==> config.mk <==
export PLATFORM = sky130hd
export DESIGN_NAME = hofc_core
export DESIGN_NICKNAME = d
export VERILOG_FILES = /design/src/design/hofc_pkg.sv /design/src/design/hofc_core.sv
export VERILOG_INCLUDE_DIRS = /design/src /design/src/design
export SDC_FILE = /design/constraint.sdc
export NUM_CORES = 1
export LEC_CHECK = 0
export BUFFER_PORTS_ARGS = -buffer_cell sky130_fd_sc_hd__buf_2
export CELL_PAD_IN_SITES_DETAIL_PLACEMENT = 1
export CELL_PAD_IN_SITES_GLOBAL_PLACEMENT = 1
export CORE_MARGIN = 1
export CORE_UTILIZATION = 25
export CTS_CLUSTER_DIAMETER = 120
export DETAILED_ROUTE_END_ITERATION = 7
export GPL_TIMING_DRIVEN = 0
export PLACE_DENSITY_LB_ADDON = 0.12
export REMOVE_ABC_BUFFERS = 1
export SYNTH_ARGS = -nofsm -noshare
export SYNTH_HDL_FRONTEND = slang
export SYNTH_SLANG_ARGS = --single-unit
==> constraint.sdc <==
create_clock -name ref_clk_i -period 5.95 [get_ports ref_clk_i]
set_input_delay 0.2975 -clock ref_clk_i [delete_from_list [all_inputs] [get_ports ref_clk_i]]
set_output_delay 0.2975 -clock ref_clk_i [all_outputs]
set_load 0.01 [all_outputs]
==> src/design/hofc_cfg.svh <==
// timing counts, reset values and widths for the bridge control block
`ifndef HOFC_CFG_SVH
`define HOFC_CFG_SVH
`define HOFC_CLK_NS 100
`define HOFC_THERMAL_FILTER_NS 11000
`define HOFC_THERMAL_FILTER_CYC (`HOFC_THERMAL_FILTER_NS / `HOFC_CLK_NS)
`define HOFC_OL_CHECK_NS 2000
`define HOFC_OL_CHECK_CYC (`HOFC_OL_CHECK_NS / `HOFC_CLK_NS)
`define HOFC_CNT_W 8
`define HOFC_PINS_RST 4'h4
`define HOFC_SENSE_RST 8'h00
`define HOFC_FLAGS_RST 8'h00
`endif

==> src/design/hofc_pkg.sv <==
// types shared by the bridge control block
package hofc_pkg;
   typedef enum logic [2:0] {
      HOFC_SLEEP = 3'h1,
      HOFC_OLCHK = 3'h2,
      HOFC_RUN = 3'h4
   } hofc_state_t;
   typedef struct packed {
      logic wake_pin;
      logic kill_input;
      logic drive_input_a;
      logic drive_input_b;
   } hofc_pins_t;
   typedef struct packed {
      logic out_allow;
      logic bridge_mode;
      logic input_src;
      logic virtual_drive_a;
      logic virtual_drive_b;
      logic fs_mask;
   } hofc_cfg_t;
   typedef struct packed {
      logic supply_low;
      logic supply_high;
      logic overheat;
      logic heat_warn;
      logic overcurrent;
      logic load_open;
      logic short_a;
      logic short_b;
   } hofc_sense_t;
   typedef struct packed {
      logic overheat_shutdown_flag;
      logic heat_warning_flag;
      logic overcurrent_flag;
      logic load_missing_flag;
      logic supply_high_flag;
      logic supply_low_flag;
      logic short_a_flag;
      logic short_b_flag;
   } hofc_flags_t;
endpackage

==> src/design/hofc_core.sv <==
// output control and protection logic of the h-bridge driver
`timescale 1ns/1ns
`default_nettype none
`include "hofc_cfg.svh"
module hofc_core
   import hofc_pkg::*;
(
   // clock, reset, enable
   input wire logic ref_clk_i,
   input wire logic rst_b_i,
   input wire logic clk_en_i,
   // pins and analog comparators, asynchronous
   input wire hofc_pins_t pins_i,
   input wire hofc_sense_t sense_i,
   // configuration, clear strobes and open-load check request
   input wire hofc_cfg_t cfg_i,
   input wire logic clr_fault_i,
   input wire hofc_flags_t clr_flag_i,
   input wire logic ol_request_i,
   // bridge legs and status
   output logic bridge_leg_a_o,
   output logic bridge_leg_a_oe_o,
   output logic bridge_leg_b_o,
   output logic bridge_leg_b_oe_o,
   output logic fault_status_pin_n_o,
   output var hofc_flags_t flags_o,
   output var hofc_state_t state_o
);
   localparam int OT_CYC = `HOFC_THERMAL_FILTER_CYC;
   localparam int OL_CYC = `HOFC_OL_CHECK_CYC;

   logic rst_meta;
   logic rst_b;
   hofc_pins_t pin_s1, pin_s2, pin_s3, pin_q;
   hofc_sense_t sen_s1, sen_s2, sen_s3, sen_q;
   logic kill_prev;
   logic wake_prev;
   hofc_state_t state;
   hofc_state_t next_state;
   logic [`HOFC_CNT_W-1:0] ot_cnt;
   logic [`HOFC_CNT_W-1:0] next_ot_cnt;
   logic [`HOFC_CNT_W-1:0] ol_cnt;
   hofc_flags_t flag;
   hofc_flags_t next_flag;

   // reset release through two flip-flops
   always_ff @(posedge ref_clk_i or negedge rst_b_i)
   begin
      if (!rst_b_i)
      begin
         rst_meta <= 1'b0;
         rst_b <= 1'b0;
      end
      else
      begin
         rst_meta <= 1'b1;
         rst_b <= rst_meta;
      end
   end

   // three-stage synchronisers; open pins resolve through pad pulls
   always_ff @(posedge ref_clk_i or negedge rst_b)
   begin
      if (!rst_b)
      begin
         pin_s1 <= `HOFC_PINS_RST;
         pin_s2 <= `HOFC_PINS_RST;
         pin_s3 <= `HOFC_PINS_RST;
         sen_s1 <= `HOFC_SENSE_RST;
         sen_s2 <= `HOFC_SENSE_RST;
         sen_s3 <= `HOFC_SENSE_RST;
      end
      else if (clk_en_i)
      begin
         pin_s1 <= pins_i;
         pin_s2 <= pin_s1;
         pin_s3 <= pin_s2;
         sen_s1 <= sense_i;
         sen_s2 <= sen_s1;
         sen_s3 <= sen_s2;
      end
   end

   // a bit changes only when stages two and three agree
   wire [3:0] pin_agree = ~(pin_s2 ^ pin_s3);
   wire [7:0] sen_agree = ~(sen_s2 ^ sen_s3);
   wire [3:0] next_pin = (pin_agree & pin_s3) | (~pin_agree & pin_q);
   wire [7:0] next_sen = (sen_agree & sen_s3) | (~sen_agree & sen_q);

   always_ff @(posedge ref_clk_i or negedge rst_b)
   begin
      if (!rst_b)
      begin
         pin_q <= `HOFC_PINS_RST;
         sen_q <= `HOFC_SENSE_RST;
         kill_prev <= 1'b1;
         wake_prev <= 1'b0;
      end
      else if (clk_en_i)
      begin
         pin_q <= next_pin;
         sen_q <= next_sen;
         kill_prev <= pin_q.kill_input;
         wake_prev <= pin_q.wake_pin;
      end
   end

   // device state and release of latched faults
   wire awake = pin_q.wake_pin;
   wire asleep = (state == HOFC_SLEEP);
   wire pin_toggle = (pin_q.kill_input ^ kill_prev) |
                     (pin_q.wake_pin ^ wake_prev);
   wire latch_clr = clr_fault_i | pin_toggle;
   wire ol_done = (state == HOFC_OLCHK) &&
                  (ol_cnt == `HOFC_CNT_W'(OL_CYC - 1));

   // sleep, open-load check, run
   always_comb
   begin
      next_state = state;
      unique case (state)
         HOFC_SLEEP:
            if (awake)
               next_state = HOFC_OLCHK;
         HOFC_OLCHK:
            if (!awake)
               next_state = HOFC_SLEEP;
            else if (ol_done)
               next_state = HOFC_RUN;
         HOFC_RUN:
            if (!awake)
               next_state = HOFC_SLEEP;
            else if (ol_request_i)
               next_state = HOFC_OLCHK;
         default:
            next_state = HOFC_SLEEP;
      endcase
   end

   assign next_ot_cnt = !sen_q.overheat || asleep ? '0 :
                        ot_cnt == `HOFC_CNT_W'(OT_CYC) ? ot_cnt :
                        ot_cnt + `HOFC_CNT_W'(1);
   wire ot_trip = (ot_cnt == `HOFC_CNT_W'(OT_CYC));

   always_ff @(posedge ref_clk_i or negedge rst_b)
   begin
      if (!rst_b)
      begin
         state <= HOFC_SLEEP;
         ot_cnt <= '0;
         ol_cnt <= '0;
      end
      else if (clk_en_i)
      begin
         state <= next_state;
         ot_cnt <= next_ot_cnt;
         ol_cnt <= (state == HOFC_OLCHK) ? ol_cnt + `HOFC_CNT_W'(1) : '0;
      end
   end

   // flag updates; a set in the clearing cycle wins
   always_comb
   begin
      next_flag = flag;
      if ((latch_clr || clr_flag_i.overheat_shutdown_flag) &&
          !sen_q.overheat)
         next_flag.overheat_shutdown_flag = 1'b0;
      if (ot_trip)
         next_flag.overheat_shutdown_flag = 1'b1;
      next_flag.heat_warning_flag = sen_q.heat_warn && !asleep;
      if (clr_fault_i || clr_flag_i.overcurrent_flag)
         next_flag.overcurrent_flag = 1'b0;
      if (sen_q.overcurrent && !asleep)
         next_flag.overcurrent_flag = 1'b1;
      if (clr_fault_i || clr_flag_i.load_missing_flag)
         next_flag.load_missing_flag = 1'b0;
      if (ol_done && sen_q.load_open)
         next_flag.load_missing_flag = 1'b1;
      if ((clr_fault_i || clr_flag_i.supply_high_flag) &&
          !sen_q.supply_high)
         next_flag.supply_high_flag = 1'b0;
      if (sen_q.supply_high && !asleep)
         next_flag.supply_high_flag = 1'b1;
      if ((clr_fault_i || clr_flag_i.supply_low_flag) &&
          !sen_q.supply_low)
         next_flag.supply_low_flag = 1'b0;
      if (sen_q.supply_low && !asleep)
         next_flag.supply_low_flag = 1'b1;
      if (latch_clr || clr_flag_i.short_a_flag)
         next_flag.short_a_flag = 1'b0;
      if (sen_q.short_a && bridge_leg_a_oe_o)
         next_flag.short_a_flag = 1'b1;
      if (latch_clr || clr_flag_i.short_b_flag)
         next_flag.short_b_flag = 1'b0;
      if (sen_q.short_b && bridge_leg_b_oe_o)
         next_flag.short_b_flag = 1'b1;
   end

   // input selection and bridge decode
   // virtual inputs replace pins
   wire sel_a = cfg_i.input_src ? cfg_i.virtual_drive_a : pin_q.drive_input_a;
   wire sel_b = cfg_i.input_src ? cfg_i.virtual_drive_b : pin_q.drive_input_b;
   wire hmode = cfg_i.bridge_mode;
   // h-bridge steering by a and b
   wire norm_a = hmode ? (!sel_b || sel_a) : sel_a;
   wire norm_b = hmode ? (!sel_b || !sel_a) : sel_b;
   wire ov_force = hmode && sen_q.supply_high && !asleep;
   wire val_a = ov_force || norm_a;
   wire val_b = ov_force || norm_b;
   wire drive_en = awake && !pin_q.kill_input && cfg_i.out_allow &&
                   !sen_q.supply_low && !flag.overheat_shutdown_flag;
   wire sc_any = flag.short_a_flag || flag.short_b_flag;
   wire oe_a = drive_en && !(hmode ? sc_any : flag.short_a_flag);
   wire oe_b = drive_en && !(hmode ? sc_any : flag.short_b_flag);
   wire held = flag.overheat_shutdown_flag || sc_any ||
               flag.supply_low_flag || flag.supply_high_flag;
   wire fs_n = !awake || !(pin_q.kill_input || (held && !cfg_i.fs_mask));

   // registered outputs and flags
   always_ff @(posedge ref_clk_i or negedge rst_b)
   begin
      if (!rst_b)
      begin
         flag <= `HOFC_FLAGS_RST;
         bridge_leg_a_o <= 1'b0;
         bridge_leg_b_o <= 1'b0;
         bridge_leg_a_oe_o <= 1'b0;
         bridge_leg_b_oe_o <= 1'b0;
         fault_status_pin_n_o <= 1'b1;
      end
      else if (clk_en_i)
      begin
         flag <= next_flag;
         bridge_leg_a_o <= oe_a && val_a;
         bridge_leg_b_o <= oe_b && val_b;
         bridge_leg_a_oe_o <= oe_a;
         bridge_leg_b_oe_o <= oe_b;
         fault_status_pin_n_o <= fs_n;
      end
   end

   assign flags_o = flag;
   assign state_o = state;
endmodule
`default_nettype wire

==> results by group <==
Critical path
  – Reg-to-reg endpoint: ot_cnt[4]
  – Worst setup path start: clk_en_i
  – Critical Path Sink Type: flip-flop
  – Maximum fanout along the worst path: 72
  – Worst r2r path cells: 4
  – Setup crit end: flags_o[7]
  – Type of the worst setup path: in2reg
  – Worst r2r src: state_o[0]
  – Element type at the critical path start: input pin
  – Data required time of the worst path: 6.18 ns
  – Crit path arrival time: 2.06 ns
  – FF-to-FF setup slack: 4.29 ns

Layout
  – Post-layout net count: 419
  – Final Instance Area: 0.004513 mm^2
  – Final Util: 30.82%
  – Share of cells above drive strength 1: 26.67%
  – N_diodes: 0
  – Area delta synth->final: 19.79%

STA
  – Time the worst path needs with I/O delays and setup: 1.828 ns
  – Worst Setup Slack, final: 4.122 ns
  – Worst slew margin: 32.31%
  – Worst slew pin tran: 1.014 ns
  – Setup Skew: 0.005099 ns
  – Final slew viol count: 0
  – Fin crit share: 30.72%
  – RSZ-0062 raised after global routing: false
  – Final Hold Fails: 0
  – Final setup viols: 0
  – Achievable frequency: 0.5471 GHz
  – Setup TNS: 0 ns

Clock network
  – Clk sinks: 84
  – Post-CTS Hold Buffers: 1
  – Clock Pin Slew Worst Setup and Hold Paths: 0.06 ns
  – Worst-Skew Late Latency: 0.35 ns
  – Setup Fix Bufs, Post-CTS: 0
  – CTS H-tree lvls: 3
  – Cts bufs inserted: 9
  – Max clock buf depth: 2
  – CTS tree: built
  – Post-CTS sizing: 0
  – CTS root buf: clkbuf_16

Logic synthesis
  – Synth Area in Simple Gates: 9.797%
  – Post-synth EDFFs: 0
  – Synth Area in Compound Gates: 17.73%
  – Netlist cell types: 50
  – Mapped Area: 0.003767 mm^2
  – Synth warnings: 0
  – Asr flop ratio synth: 100.0%
  – Main combinational cell family by area after synthesis: compound AO/OA/AOI/OAI gates
  – Seq/Total Area, Yosys: 56.03%
  – Multiplexer share of the synthesized area: 8.934%
  – Flops & latches, synth: 84
  – Synthesized area per cell: 10.95 um^2
  – Post-Synth Adder-Cell Area: 0.9963%
  – Post-synthesis xor/xnor area fraction: 1.860%
  – Cells after synthesis: 344
  – Synth Flop Type: dfrtp_1

Run status
  – Failing checks: DRC
  – Outcome: finished, violations left

Run
  – Max-Cap Viols: 0

Detailed routing
  – 1st-iter DRT viols: 157
  – Wirelength, routed: 8844 um
  – DRC viols: 6
  – WL/cell: 15.41 um
  – Vias per inst: 4.733
  – Via count: 2,717
  – Antenna-violating nets left: 0
  – DRT Pass-1 Iters: 6

Global routing
  – Vias in the first global route: 2,913
  – Initial antenna violation count: 1
  – First-pass GRT wire length: 15,080 um
  – Aggregate global routing overflow: 0
  – Largest net degree at the start of global routing: 73
  – Gr usage total: 12.59%

Power
  – VDD IR max: 0.1558 mV
  – Total Power: 1736 uW
  – Leak: 0.001938 uW
  – PwrDens: 384.7 mW/mm^2

Floorplan
  – Core area: 0.01464 mm^2
  – Placement Rows: 44
  – Die Y: 124.8 um
  – # IOs: 47
  – Die Wd: 124.8 um
  – Initial Utilization: 25.73%
  – Die ar.: 0.01556 mm^2

Placed design
  – Gp weighted congestion: 0.7327
  – Hpwl dp: 5825 um
  – IO Port Bufs: 45
  – DP Worst Slack: 3.730 ns
  – Placed Area: 0.004184 mm^2

Worst hold path
  – Min-Delay Path Class: in2reg
## synthesized netlist by cell type (all sizes together), types with 4 or more instances
cell type,n,share of area [%]
inv,19,1.9
xnor2,4,0.93
dfstp,7,4.9
mux2,29,8.7
nor3,6,0.80
nand3,5,0.66
a21oi,23,3.4
o2bb2ai,6,1.4
xor2,4,0.93
buf,15,2.4
dfrtp,77,51
nand2,29,2.9
o21ai,55,7.6
nor2,17,1.7
## final cells by class
class | count | area (um^2)
clock buffer | 11 | 232.7
clock inverter | 5 | 86.33
fill | 1638 | 10130
inverter | 19 | 71.32
multi-input combinational | 223 | 1485
sequential | 84 | 2115
tap | 184 | 230.2
timing repair buffer | 48 | 292.8
## cell usage in the layout, fill, tap and decap left out, drive strengths merged, types with 5 or more instances in the layout
cell,count
inv,19
o21ai,55
mux2,29
buf,47
nand2,29
nand3,5
nor2,17
dfstp,7
clkbuf,11
nor3,6
o2bb2ai,6
a21oi,23
dfrtp,77
## worst min path at each step
| stage | from | end | slack [ns] | cells after the start |
|---|---|---|---|---|
| detailed placement | rst_b_i | rst_meta | 0.08 | 1 |
| global route | pins_i[3] | pin_s1[3] | 0.17 | 2 |
| CTS | pins_i[1] | pin_s1[1] | 0.16 | 2 |
| finish | pins_i[3] | pin_s1[3] | 0.18 | 2 |
| global placement | rst_b_i | rst_meta | 0.08 | 1 |
| floorplan | rst_b_i | rst_b | 0.002 | 0 |
## cells by family after synthesis
kind of cell	Yosys count
buffers and inverters	37
adder cells (fa/ha/maj)	3
XOR/XNOR	8
flip-flops	84
multiplexers	30
other	1
AND/OR/NAND/NOR	75
AO/OA/AOI/OAI	106
## per-stage QoR
| step | std cells | hold slack (ns) |
|---|---|---|
| floorplan | 326 | 0.001909 |
| global placement | 555 | 0.08210 |
| CTS | 574 | 0.1610 |
| global route | 574 | 0.1665 |
| detailed placement | 557 | 0.08288 |
| finish | 574 | 0.1773 |
## layer usage
metal	track usage [%]	vias up	wire length (um)	share of wire, %
met3	3.866	11	332	3.8
met5	0	-	17	0.19
li1	-	1296	-	-
met1	15.97	1370	4236	48
met4	5.229	2	147	1.7
met2	19.83	38	4110	46
## report_power, final
| group | total, uW | internal, uW | switching, uW |
|---|---|---|---|
| clock | 609 | 370 | 239 |
| combinational | 317 | 150 | 168 |
| sequential | 809 | 690 | 120 |
## critical path, stage by stage
cell and delay, ns:
buf_4 0.28, buf_16 0.32, inv_1 0.53, nor2_1 0.22, o21ai_0 0.12, a22o_1 0.24
No activity file was read; power rests on OpenSTA's default activity.
